`config.mk`:
```
export PLATFORM = sky130hd
export DESIGN_NAME = cptd_core
export DESIGN_NICKNAME = d
export VERILOG_FILES = /design/src/cptd_pkg.sv /design/src/cptd_stack.sv /design/src/cptd_core.sv
export SDC_FILE = /design/constraint.sdc
export NUM_CORES = 1
export LEC_CHECK = 0
export BUFFER_PORTS_ARGS = -buffer_cell sky130_fd_sc_hd__buf_2
export CORE_UTILIZATION = 58
export DETAILED_ROUTE_END_ITERATION = 16
export PLACE_DENSITY = 0.76
export SYNTH_ARGS = -nofsm -noshare
export SYNTH_HDL_FRONTEND = slang
export SYNTH_SLANG_ARGS = --single-unit
```
`constraint.sdc`:
```
create_clock -name core_clk -period 4.6 [get_ports core_clk]
set_input_delay 1.38 -clock core_clk [delete_from_list [all_inputs] [get_ports core_clk]]
set_output_delay 1.38 -clock core_clk [all_outputs]
set_load 0.01 [all_outputs]
```
`src/cptd_pkg.sv`:
```
// Shared constants and carrier types for the instruction decode and timing core.
// Assumes a synchronous program memory and data register file on core_clk.
// Functional notes
// [RULE1] Each fetched word is one 14-bit instruction carrying opcode and operands.
// [RULE2] Direct and accumulator-based subroutine entry both take two instruction cycles.
// [RULE3] Plain return, return with constant and interrupt exit take two cycles.
// [RULE4] Jumps and taken skips take two cycles; everything else takes one. Here an indirect access to program memory also adds a refetch cycle.
// [RULE5] Indirect access through a pointer aimed at program memory adds one cycle.
// [RULE6] One instruction cycle is exactly four oscillator clocks.
// [RULE7] Writes to a named file register are read, modify, then store.
// [RULE8] The named file register is read even when the instruction only writes it.
// [RULE9] Destination bit 0 stores to the accumulator, 1 back to the file register.
// [RULE10] The file address operand is 7 bits, 0x00 to 0x7F within the bank.
// [RULE11] Bit instructions carry a 3-bit position picking one of eight bits.
// [RULE12] Don't-care opcode bits are ignored by the decoder.
// [RULE13] Indirect instructions carry one bit choosing pointer 0 or pointer 1.
// [RULE14] Indirect moves carry a pre/post increment/decrement pointer update mode.
// [RULE15] Instructions changing the program counter or passing a test take two cycles.
// [RULE16] The second cycle of a two-cycle instruction executes as a no-operation.
// [RULE17] The accumulator is 8 bits; results commit at the end of the cycle.
package cptd_pkg;
  localparam int INSTR_W = 14;
  localparam int PC_W = 15;
  localparam int DATA_W = 8;
  localparam int FADDR_W = 7;
  localparam int BANK_W = 5;
  localparam int LATH_W = 7;
  localparam int PTR_W = 16;
  localparam int BUS_ADDR_W = 12;
  localparam int STACK_DEPTH = 16;
  localparam int OSC_PER_INSTR = 4;
  // Clock phase within the instruction cycle at which each step happens.
  localparam logic [1:0] PH_ADDR = 2'h0;
  localparam logic [1:0] PH_READ = 2'h1;
  localparam logic [1:0] PH_OPND = 2'h2;
  localparam logic [1:0] PH_COMMIT = 2'h3;
  // Instruction classes held in the two top opcode bits.
  localparam logic [1:0] CLS_BYTE = 2'h0;
  localparam logic [1:0] CLS_BIT = 2'h1;
  localparam logic [1:0] CLS_JUMP = 2'h2;
  localparam logic [1:0] CLS_LIT = 2'h3;
  // Core registers overlaid on the file address space.
  localparam logic [6:0] ADDR_PTR0_LO = 7'h04;
  localparam logic [6:0] ADDR_PTR0_HI = 7'h05;
  localparam logic [6:0] ADDR_PTR1_LO = 7'h06;
  localparam logic [6:0] ADDR_PTR1_HI = 7'h07;
  localparam logic [6:0] ADDR_BANK = 7'h08;
  localparam logic [INSTR_W-1:0] INSTR_NOP = 14'h0000;

  typedef enum logic {STG_RUN, STG_REFETCH} cptd_stage_t;

  typedef struct packed {
    logic [BUS_ADDR_W-1:0] addr;
    logic rdStb;
    logic wrStb;
    logic [DATA_W-1:0] wrData;
  } cptd_fr_req_t;

  typedef struct packed {
    logic [1:0] phase;
    cptd_stage_t stage;
    logic skipPend;
    logic [PC_W-1:0] pc;
    logic [PC_W-1:0] pmAddr;
    logic [INSTR_W-1:0] ir;
    logic [DATA_W-1:0] acc;
    logic zf;
    logic cf;
    logic [BANK_W-1:0] bank;
    logic [LATH_W-1:0] pcLatch;
    logic [PTR_W-1:0] ptr0;
    logic [PTR_W-1:0] ptr1;
    logic [DATA_W-1:0] opnd;
    cptd_fr_req_t fr;
  } cptd_core_t;

  localparam cptd_core_t CORE_RST = '0;
endpackage

```
`src/cptd_stack.sv`:
```
// Return address stack with the top of stack held in a register.
// Assumes push and pop are never asserted together; overflow wraps silently.
`timescale 1ns/1ns
module cptd_stack #(
  parameter int WIDTH = 15,
  parameter int DEPTH = 16
) (
  input wire logic core_clk,
  input wire logic rstN,
  input wire logic ce,
  input wire logic push,
  input wire logic pop,
  input wire logic [WIDTH-1:0] din,
  output logic [WIDTH-1:0] top
);
  localparam int SP_W = $clog2(DEPTH);
  logic [WIDTH-1:0] mem [DEPTH];
  logic [SP_W-1:0] sp_r;

  // The array holds everything below the top entry, so a pop reads one word back.
  always_ff @(posedge core_clk or negedge rstN) begin
    if (!rstN) begin
      sp_r <= '0;
      top <= '0;
    end else if (ce) begin
      if (push) begin
        mem[sp_r] <= top;
        top <= din;
        sp_r <= sp_r + 1'b1;
      end else if (pop) begin
        top <= mem[sp_r - 1'b1];
        sp_r <= sp_r - 1'b1;
      end
    end
  end
endmodule

```
`src/cptd_core.sv`:
```
// Instruction decode and timing core: fetch, decode, operand read and commit.
// Assumes program memory and file registers answer one clock after the address.
`timescale 1ns/1ns
module cptd_core (
  input wire logic core_clk,
  input wire logic resetn,
  input wire logic ce,
  input wire logic [cptd_pkg::INSTR_W-1:0] pmData,
  output logic [cptd_pkg::PC_W-1:0] pmAddr,
  input wire logic [cptd_pkg::DATA_W-1:0] frRdData,
  output cptd_pkg::cptd_fr_req_t frReq,
  output logic [cptd_pkg::DATA_W-1:0] accOut,
  output logic [1:0] instrPhase
);
  import cptd_pkg::*;

  logic rstMeta_r;
  logic rstN;
  cptd_core_t s_r;
  cptd_core_t s_nxt;
  logic [PC_W-1:0] stackTop;
  logic stkPush;
  logic stkPop;

  always_ff @(posedge core_clk or negedge resetn) begin
    if (!resetn) begin
      rstMeta_r <= 1'b0;
      rstN <= 1'b0;
    end else begin
      rstMeta_r <= 1'b1;
      rstN <= rstMeta_r;
    end
  end

  cptd_stack #(.WIDTH(PC_W), .DEPTH(STACK_DEPTH)) u_stack (
    .core_clk(core_clk),
    .rstN(rstN),
    .ce(ce),
    .push(stkPush),
    .pop(stkPop),
    .din(s_r.pc),
    .top(stackTop)
  );

  always_comb begin
    logic [1:0] cls;
    logic [3:0] op;
    logic dBit;
    logic [FADDR_W-1:0] fAd;
    logic [2:0] bSel;
    logic [DATA_W-1:0] k8;
    logic fileOp, indirect_data_port, ptrOp, ptrWr, ptrN, pmInd, exec;
    logic [1:0] mm;
    logic [PTR_W-1:0] ptrCur, ptrStep, effPtr;
    logic [DATA_W-1:0] vLive, v;
    logic [8:0] r;
    logic toW, toF, zEn, cEn, skip, jump, push, pop;
    logic [PC_W-1:0] tgt;
    s_nxt = s_r;
    cls = s_r.ir[13:12];
    op = s_r.ir[11:8];
    dBit = s_r.ir[7];
    fAd = s_r.ir[6:0]; // [RULE10]
    bSel = s_r.ir[9:7]; // [RULE11]
    k8 = s_r.ir[7:0];
    exec = (s_r.stage == STG_RUN);
    // Any instruction naming a file register, including clear and plain store.
    if (cls == CLS_BYTE) begin
      fileOp = (op == 4'h0) ? dBit : !(op == 4'h1 && !dBit); // [RULE12]
    end else if (cls == CLS_BIT) begin
      fileOp = 1'b1;
    end else begin
      fileOp = (cls == CLS_LIT) && (op inside {4'h5, 4'h6, 4'h7, 4'hB, 4'hD});
    end
    ptrOp = (cls == CLS_BYTE) && (op == 4'h0) && !dBit && (fAd[6:4] == 3'h1);
    ptrWr = ptrOp && fAd[3];
    indirect_data_port = fileOp && (fAd[6:1] == 6'h00);
    ptrN = ptrOp ? s_r.ir[2] : fAd[0]; // [RULE13]
    mm = s_r.ir[1:0];
    ptrCur = ptrN ? s_r.ptr1 : s_r.ptr0;
    ptrStep = mm[0] ? ptrCur - 1'b1 : ptrCur + 1'b1; // [RULE14]
    effPtr = (ptrOp && !mm[1]) ? ptrStep : ptrCur; // [RULE14]
    pmInd = (indirect_data_port || ptrOp) && effPtr[PTR_W-1];
    // Core registers answer reads in place of the external file.
    if (pmInd) begin
      vLive = pmData[DATA_W-1:0];
    end else if (fileOp && !indirect_data_port && fAd == ADDR_PTR0_LO) begin
      vLive = s_r.ptr0[7:0];
    end else if (fileOp && !indirect_data_port && fAd == ADDR_PTR0_HI) begin
      vLive = s_r.ptr0[15:8];
    end else if (fileOp && !indirect_data_port && fAd == ADDR_PTR1_LO) begin
      vLive = s_r.ptr1[7:0];
    end else if (fileOp && !indirect_data_port && fAd == ADDR_PTR1_HI) begin
      vLive = s_r.ptr1[15:8];
    end else if (fileOp && !indirect_data_port && fAd == ADDR_BANK) begin
      vLive = {3'h0, s_r.bank};
    end else begin
      vLive = frRdData;
    end
    v = (s_r.phase == PH_OPND) ? vLive : s_r.opnd;
    r = 9'h000;
    toW = 1'b0;
    toF = 1'b0;
    zEn = 1'b0;
    cEn = 1'b0;
    skip = 1'b0;
    jump = 1'b0;
    push = 1'b0;
    pop = 1'b0;
    tgt = s_r.pc;
    unique case (cls)
      CLS_BYTE: begin
        toF = dBit; // [RULE9]
        toW = !dBit; // [RULE9]
        zEn = 1'b1;
        unique case (op)
          4'h0: begin
            zEn = 1'b0;
            toW = 1'b0;
            r = {1'b0, s_r.acc};
            if (ptrOp) begin
              toF = ptrWr;
              toW = !ptrWr;
              zEn = !ptrWr;
              r = ptrWr ? {1'b0, s_r.acc} : {1'b0, v};
            end else if (!dBit && (fAd == 7'h08 || fAd == 7'h09)) begin
              jump = 1'b1; // [RULE3]
              pop = 1'b1;
              tgt = stackTop;
            end else if (!dBit && fAd == 7'h0A) begin
              jump = 1'b1; // [RULE2]
              push = 1'b1;
              tgt = {s_r.pcLatch, s_r.acc};
            end else if (!dBit && fAd == 7'h0B) begin
              jump = 1'b1; // [RULE4]
              tgt = s_r.pc + {7'h00, s_r.acc};
            end
          end
          4'h1: r = 9'h000;
          4'h2: begin
            r = {1'b0, v} + {1'b0, ~s_r.acc} + 9'h001;
            cEn = 1'b1;
          end
          4'h3: r = {1'b0, v - 8'h01};
          4'h4: r = {1'b0, v | s_r.acc};
          4'h5: r = {1'b0, v & s_r.acc};
          4'h6: r = {1'b0, v ^ s_r.acc};
          4'h7: begin
            r = {1'b0, v} + {1'b0, s_r.acc};
            cEn = 1'b1;
          end
          4'h8: r = {1'b0, v};
          4'h9: r = {1'b0, ~v};
          4'hA: r = {1'b0, v + 8'h01};
          4'hB: begin
            r = {1'b0, v - 8'h01};
            zEn = 1'b0;
            skip = (r[7:0] == 8'h00); // [RULE4]
          end
          4'hC: begin
            r = {v[0], s_r.cf, v[7:1]};
            zEn = 1'b0;
            cEn = 1'b1;
          end
          4'hD: begin
            r = {v, s_r.cf};
            zEn = 1'b0;
            cEn = 1'b1;
          end
          4'hE: begin
            r = {1'b0, v[3:0], v[7:4]};
            zEn = 1'b0;
          end
          4'hF: begin
            r = {1'b0, v + 8'h01};
            zEn = 1'b0;
            skip = (r[7:0] == 8'h00); // [RULE4]
          end
        endcase
      end
      CLS_BIT: begin
        r = {1'b0, v};
        toF = !op[3];
        r[bSel] = op[2]; // [RULE11]
        if (op[3]) begin
          r = {1'b0, v};
          skip = (v[bSel] == op[2]); // [RULE4]
        end
      end
      CLS_JUMP: begin
        jump = 1'b1; // [RULE2] [RULE4]
        push = !s_r.ir[11];
        tgt = {s_r.pcLatch[6:3], s_r.ir[10:0]};
      end
      CLS_LIT: begin
        toW = 1'b1;
        zEn = 1'b1;
        unique case (op)
          4'h0: begin
            r = {1'b0, k8};
            zEn = 1'b0;
          end
          4'h2, 4'h3: begin
            toW = 1'b0;
            zEn = 1'b0;
            jump = 1'b1; // [RULE4]
            tgt = s_r.pc + {{6{s_r.ir[8]}}, s_r.ir[8:0]};
          end
          4'h4: begin
            r = {1'b0, k8};
            zEn = 1'b0;
            jump = 1'b1; // [RULE3]
            pop = 1'b1;
            tgt = stackTop;
          end
          4'h5: r = {v, 1'b0};
          4'h6: r = {v[0], 1'b0, v[7:1]};
          4'h7: r = {v[0], v[7], v[7:1]};
          4'h8: r = {1'b0, k8 | s_r.acc};
          4'h9: r = {1'b0, k8 & s_r.acc};
          4'hA: r = {1'b0, k8 ^ s_r.acc};
          4'hB: r = {1'b0, v} + {1'b0, ~s_r.acc} + {8'h00, s_r.cf};
          4'hC: r = {1'b0, k8} + {1'b0, ~s_r.acc} + 9'h001;
          4'hD: r = {1'b0, v} + {1'b0, s_r.acc} + {8'h00, s_r.cf};
          4'hE: r = {1'b0, k8} + {1'b0, s_r.acc};
          default: begin
            toW = 1'b0;
            zEn = 1'b0;
          end
        endcase
        cEn = op inside {4'h5, 4'h6, 4'h7, 4'hB, 4'hC, 4'hD, 4'hE};
        if (fileOp) begin
          toF = dBit; // [RULE9]
          toW = !dBit; // [RULE9]
        end
      end
    endcase
    stkPush = exec && (s_r.phase == PH_COMMIT) && push && !pmInd;
    stkPop = exec && (s_r.phase == PH_COMMIT) && pop;

    // Four clock phases make one instruction cycle.
    s_nxt.phase = s_r.phase + 2'h1; // [RULE6]
    unique case (s_r.phase)
      PH_ADDR: begin
        if (exec) begin
          s_nxt.fr.addr = (indirect_data_port || ptrOp) ? effPtr[BUS_ADDR_W-1:0] : {s_r.bank, fAd};
          // Every named register is read first, even by pure stores.
          s_nxt.fr.rdStb = (fileOp || ptrOp) && !pmInd; // [RULE7] [RULE8]
          if (pmInd) begin
            s_nxt.pmAddr = effPtr[PC_W-1:0]; // [RULE5]
          end
        end
      end
      PH_READ: s_nxt.fr.rdStb = 1'b0;
      PH_OPND: begin
        if (exec) begin
          s_nxt.opnd = vLive;
          s_nxt.fr.wrData = r[7:0]; // [RULE7]
          // Program memory is read only through the pointer.
          s_nxt.fr.wrStb = toF && !pmInd; // [RULE9]
        end
      end
      PH_COMMIT: begin
        s_nxt.fr.wrStb = 1'b0;
        if (!exec) begin
          // Refetch slot after a program memory operand; a pending skip drops the word.
          s_nxt.ir = s_r.skipPend ? INSTR_NOP : pmData; // [RULE5] [RULE16]
          s_nxt.pc = s_r.pc + 1'b1;
          s_nxt.pmAddr = s_r.pc + 1'b1;
          s_nxt.stage = STG_RUN;
          s_nxt.skipPend = 1'b0;
        end else begin
          if (toW) begin
            s_nxt.acc = r[7:0]; // [RULE17] [RULE9]
          end
          if (zEn) begin
            s_nxt.zf = (r[7:0] == 8'h00);
          end
          if (cEn) begin
            s_nxt.cf = r[8];
          end
          if (cls == CLS_BYTE && op == 4'h0 && !dBit && fAd[6:5] == 2'h1) begin
            s_nxt.bank = fAd[4:0];
          end
          if (cls == CLS_LIT && op == 4'h1 && dBit) begin
            s_nxt.pcLatch = fAd;
          end
          if (toF && fileOp && !indirect_data_port) begin
            if (fAd == ADDR_PTR0_LO) s_nxt.ptr0[7:0] = r[7:0];
            if (fAd == ADDR_PTR0_HI) s_nxt.ptr0[15:8] = r[7:0];
            if (fAd == ADDR_PTR1_LO) s_nxt.ptr1[7:0] = r[7:0];
            if (fAd == ADDR_PTR1_HI) s_nxt.ptr1[15:8] = r[7:0];
            if (fAd == ADDR_BANK) s_nxt.bank = r[BANK_W-1:0];
          end
          if (ptrOp) begin
            if (ptrN) s_nxt.ptr1 = ptrStep; // [RULE14]
            else s_nxt.ptr0 = ptrStep; // [RULE14]
          end
          if (pmInd) begin
            // The fetch was displaced by the operand read, so one more cycle refetches.
            s_nxt.stage = STG_REFETCH; // [RULE5]
            s_nxt.skipPend = skip;
            s_nxt.pmAddr = s_r.pc;
          end else if (jump) begin
            s_nxt.ir = INSTR_NOP; // [RULE15] [RULE16]
            s_nxt.pc = tgt;
            s_nxt.pmAddr = tgt;
          end else if (skip) begin
            s_nxt.ir = INSTR_NOP; // [RULE4] [RULE15] [RULE16]
            s_nxt.pc = s_r.pc + 1'b1;
            s_nxt.pmAddr = s_r.pc + 1'b1;
          end else begin
            s_nxt.ir = pmData; // [RULE1]
            s_nxt.pc = s_r.pc + 1'b1;
            s_nxt.pmAddr = s_r.pc + 1'b1;
          end
        end
      end
    endcase
  end

  always_ff @(posedge core_clk or negedge rstN) begin
    if (!rstN) begin
      s_r <= CORE_RST;
    end else if (ce) begin
      s_r <= s_nxt;
    end
  end

  assign pmAddr = s_r.pmAddr;
  assign frReq = s_r.fr;
  assign accOut = s_r.acc;
  assign instrPhase = s_r.phase;
endmodule

```
Yosys cells after proc, flatten, opt, wreduce, memory -nomap -nowiden. Memory sizes are Yosys's and may differ from the RTL's. Cells that the tools add are included.

Bits in registers: 152. Bits in writable memories: 240. Input bits: 25. Output and inout bits: 47. Word-level logic and storage cells: 259. Memories kept: 1.

Memories: u_stack.mem (words 16, width 15, rd ports 1, clocked after memory_dff 0, wr ports 1, line cptd_stack.sv:17) `logic [WIDTH-1:0] mem [DEPTH];`.

$add $sub $neg: 18. Magnitude comparators: 3. Eq/ne operators: 36. Muxes and demuxes: 97. Bitwise gates (word level): 9. Reductions and logical operators: 74.

Operators by type and width (number): 15-bit two-way mux (11); 9-bit case mux with 14 select lines (1); 8-bit two-way mux (13); 9-bit case mux with 11 select lines (1); 16-bit two-way mux (5); 32-bit two-way mux (2); 15-bit case mux with 2 select lines (2); 46-bit two-way mux (1); 15-bit case mux with 3 select lines (1); 44-bit two-way mux (1); 14-bit two-way mux (3); 8-bit by 8-bit adder with 9-bit output (4); 1-bit two-way mux (33); 4-bit == test, second input constant (8); 1-bit logical AND (31); 7-bit by 3-bit == test with 1-bit output, second input constant (4); 7-bit by 4-bit == test with 1-bit output, second input constant (4); 9-bit case mux with 3 select lines (1); 3-bit AND reduction (7); 9-bit by 1-bit adder with 9-bit output (2); 9-bit by 1-bit adder with 9-bit output, second input constant (2); 9-bit two-way mux (2); 16-bit by 1-bit adder with 16-bit output, second input constant (1); 8-bit bitwise AND (2); other kinds (48) (95).

Longest topological paths before layout.
Depth after elaboration: 26. Depth in mapped cells: 38. Gate-level depth less buffers: 35.

Modules after synthesis. From an unflattened synthesis, not the netlist that was laid out.

Cells, all modules: 2425. Area total of the unflattened synthesis: 24946.4 um2.

By module, submodules not included: cptd_core (times used 1, cells each 1911, area an instance 14846.7 um2, seq. area each 3328.2 um2); cptd_stack (times used 1, cells each 514, area an instance 10099.7 um2, seq. area each 7682.4 um2).

Least setup slack after synthesis. Ideal clock, no wire load.

Path type: register to register. Start point: register s_r[96] (netlist name). End point: register s_r[45] (netlist name). Library setup time: 0.132 ns. Arrival: 7.608 ns. Data required time: 4.468 ns. Path slack: -3.141 ns. Stages on the path, launching flop included: 37. Buffers on the path: 3. Clock period less this slack: 7.741 ns. Cell sequence: dfrtp_1 inv_1 ha_1 clkbuf_1 nor2b_1 nand4_1 nand2_1 clkbuf_1 mux2_2 ha_1 a211oi_1 nand2_1 a211oi_1 a311oi_4 or3_4 nand4_2 o211ai_1 and2_1 a21o_1 inv_2 buf_2 ha_1 inv_1 fa_1 o21bai_1 a21oi_1 nor2b_1 nor2_1 o21bai_1 mux2i_1 xnor2_1 nor4_1 xor2_1 a221oi_1 a21o_1 o311a_1 o21ai_0.

Longest elaborated chain between the ends: 23. Elaborated cells on any way between the ends: 62. Those cells by class: add/sub (9); eq/ne (2); mux (28); bitwise (4); reduce/logical (19).

Ends and longest elaborated chain: start, declared (line cptd_core.sv:19) `cptd_core_t s_r;`; start signal, assigned (line cptd_core.sv:326) `s_r <= s_nxt;`; branches (longest 22 deep; another with 16-bit by 1-bit adder with 16-bit output); 32-bit two-way mux * (line cptd_core.sv:295) `if (ptrOp) begin`.

Mark *: on every way between the ends. A chain may end at the register's enable or synchronous reset.

Final worst setup path.
Start point: register s_r[95] (netlist name). End point: register s_r (netlist bit frReq[7]).

Longest elaborated chain between the ends: 20. Elaborated cells on any way between the ends: 72. Those cells by class: add/sub (9); eq/ne (15); mux (21); bitwise (4); reduce/logical (23).

Ends and longest elaborated chain: branches (longest 19 deep; another with 16-bit by 1-bit adder with 16-bit output); 9-bit case mux with 3 select lines * (line cptd_core.sv:111) `unique case (cls)`.

Marks and branches as above.

==> metrics <==
number of antenna violations at the first check in global routing 2; synth top area cells edfxtp_1, dfrtp_1, mux4_2; Slowest cell on crit path or4_4; failing checks setup timing; area occupied by multi-input gates 13700 sq um; Fmax 141 MHz; DRC 0; CP dominant cell by count buf_4; final setup margin -2490 ps; row count 75; Fill cells 2898; number of global-route vias before repair ~23000; initial core utilization 59.3%; GPL Wtd Cong 1.03; clk slew on worst S/H paths approximately 60 ps; largest net degree at the start of global routing 70; Metal-1 WL around 35000 um; Peak VDD IR 0.499 mV; RSZ-0062 raised after global routing yes; met3 wire length 10100 um; post-synthesis sequential area ratio 44.0%; via count 22943; worst-skew pair later-pin latency 600 ps; Least-Margin Pin Slew 1440 ps; slowest stage delay, CP 560 ps; count of different cell masters after synthesis 97; DPL Wire Length 63200 um; Mapped Cells 2405; Hold Fails Final Rpt 0; most common cell after layout, fill and taps aside buf_4; Seq. cell area 11000 sq um; first-pass GRT wire length 140000 um; Total Routing Usage GR 43.0%; DIE HEIGHT 210 um; CP Data Arrival Time 7520 ps; Ys Warns 0; initial DRC count 3185; Via density approximately 7.0; Post-Syn Nets 2544; Routed WL 94800 um; CP required 5030 ps; I/O pins 72; worst-path fanout max 15; startpoint types flip-flop; die width 210 um; area leader, netlist edfxtp_1; Final ANT Viol Nets 0; hold bufs inserted after CTS 0; antenna cells 0; max-cap violation count 0; top sig layer met5; Pleak 0.0124 uW; I/O Buffers 71; WHS 290 ps; Syn Area/Cell about 10 sq um; Num CTS Buffers 43; number of synthesized register bits 392; drt pass-1 iters 6; final clock skew 20.1 ps; # placed instances between 3000 and 4000; # clock sinks 392; Power, Total around 26000 uW; share of flip-flops with an asynchronous set or reset 38.8%; core box area 42200 sq um; non-filler instance count after layout 3289; worst path buffer plus inverter count 6; Sum Neg Setup Slack -384990 ps; max_slew headroom 3.17%; family with the most delay on the worst path compound AO/OA/AOI/OAI gates; outcome finished with violations; hold crit path type flip-flop to asynchronous set/reset pin; final worst path period share 154%; share of Yosys cell area claimed by the top area cell type 28.8%; Nets 2854; WL met2 approximately 43000 um; Crit. End Element flip-flop; Layout area overhead 24.1%; CTS tree yes; WS Path Type flip-flop to flip-flop; r2r setup slk -2490 ps; Routed wire per std cell 28.8 um; minimum clock period after layout 7090 ps; CTS H-tree depth 2; most frequent cells in the layout buf_4, nand2_1, edfxtp_1; final setup vio count 362; deepest clock path buffer count 3; Slew Viols, Final 0; GR Overflow Total 0; Post-synth EDFFs 240; Mapped Area 25000 sq um; PwrDens 824 nW/um^2; share of cells above drive strength 1 30.6%; area of the die 44000 sq um; CTS root buffer clkbuf_16; Most used DFF post-synth edfxtp_1
routing by layer:
layer | GRT usage [%] | vias to the layer above
met3 | 9.14 | 452
li1 | - | 9670
met2 | 67.0 | 1625
met5 | 0 | -
met1 | 56.1 | 11194
met4 | 24.1 | 2
cells in the mapped netlist (27+ instances only):
cell type,count
clkbuf_1,124
nor2_1,182
nor3_1,43
and2_1,27
xnor2_1,61
edfxtp_1,240
a221oi_1,30
nand2_1,247
inv_1,69
o21ai_0,162
nand3_1,56
a21o_1,27
buf_4,48
dfrtp_1,152
ha_1,107
a21oi_1,161
mux2i_1,39
mux4_2,84
xor2_1,33
worst register-to-register path: cells and delay by family (launching register included):
kind	cells	cell delay, ps
compound gates	14	2860
simple gates	7	1560
buf+inv	6	940
fa+ha+maj	2	640
flops	1	390
mux	1	340
xor+xnor	2	230
timing repair:
action / CTS / global route
hold endpoints to repair: 0 / 0
setup buffers: 11 / 12
gates resized for setup: 56 / 75
gates cloned: 1 / 1
pin swaps: 17 / 45
endpoints found under the setup margin: 362 / 368
cell type report:
class	count	area share [%]
clock buffers	54	3.83
well taps	539	2.17
repair buffers	468	12.6
flip-flops and latches	392	35.5
multi-input cells	1730	44.0
inverters	80	0.966
clock inverters	26	1.01
stage by stage:
stage	area (sq um)	setup slack [ps]	util, %
floorplan	25500	-2210	-
global placement	28800	-2280	68.1
detailed placement	28800	-2550	68.1
CTS	30600	-2340	72.5
global route	31100	-2730	73.6
finish	31100	-2490	73.6
where the power goes:
group,switching (uW),total (uW),internal [uW]
sequential,962,5480,4520
clock,1550,3690,2140
combinational,9400,16400,7040
path summary, 6_finish.rpt:
| kind | from | to | cells past startpoint |
|---|---|---|---|
| max in group asynchronous | rstN$_DFF_PN0_ | s_r[53]$_DFFE_PN0P_ | 1 |
| worst min register to register | rstN$_DFF_PN0_ | pmAddr[8]$_DFFE_PN0P_ | 0 |
| min in group core_clk | rstMeta_r$_DFF_PN0_ | rstN$_DFF_PN0_ | 0 |
| worst max register to register | s_r[95]$_DFFE_PN0P_ | frReq[7]$_DFFE_PN0P_ | 32 |
| worst min-delay path | rstN$_DFF_PN0_ | pmAddr[8]$_DFFE_PN0P_ | 0 |
| worst max-delay path | s_r[95]$_DFFE_PN0P_ | frReq[7]$_DFFE_PN0P_ | 32 |
kinds of logic (layout without fill, tap and decap cells):
kind of cell	after synthesis	in the layout	synth area share, %
AO/OA/AOI/OAI	715	716	19.6
XOR/XNOR	94	94	3.29
adder cells (fa/ha/maj)	114	114	5.91
buffers and inverters	284	628	5.11
flip-flops	392	392	44.0
multiplexers	139	139	9.84
other	1	1	0.0150
AND/OR/NAND/NOR	666	666	12.3
state kept, by name, summed over array words and instances, names as in the netlist:
| name | cells |
|---|---|
| pmAddr | 15 |
| s_r | 84 |
| u_stack.sp_r | 4 |
| accOut | 8 |
| rstN | 1 |
| rstMeta_r | 1 |
| u_stack.mem | 240 |
| instrPhase | 2 |
| frReq | 22 |
| u_stack.top | 15 |
Note: power is estimated with default switching activity, not from simulation.
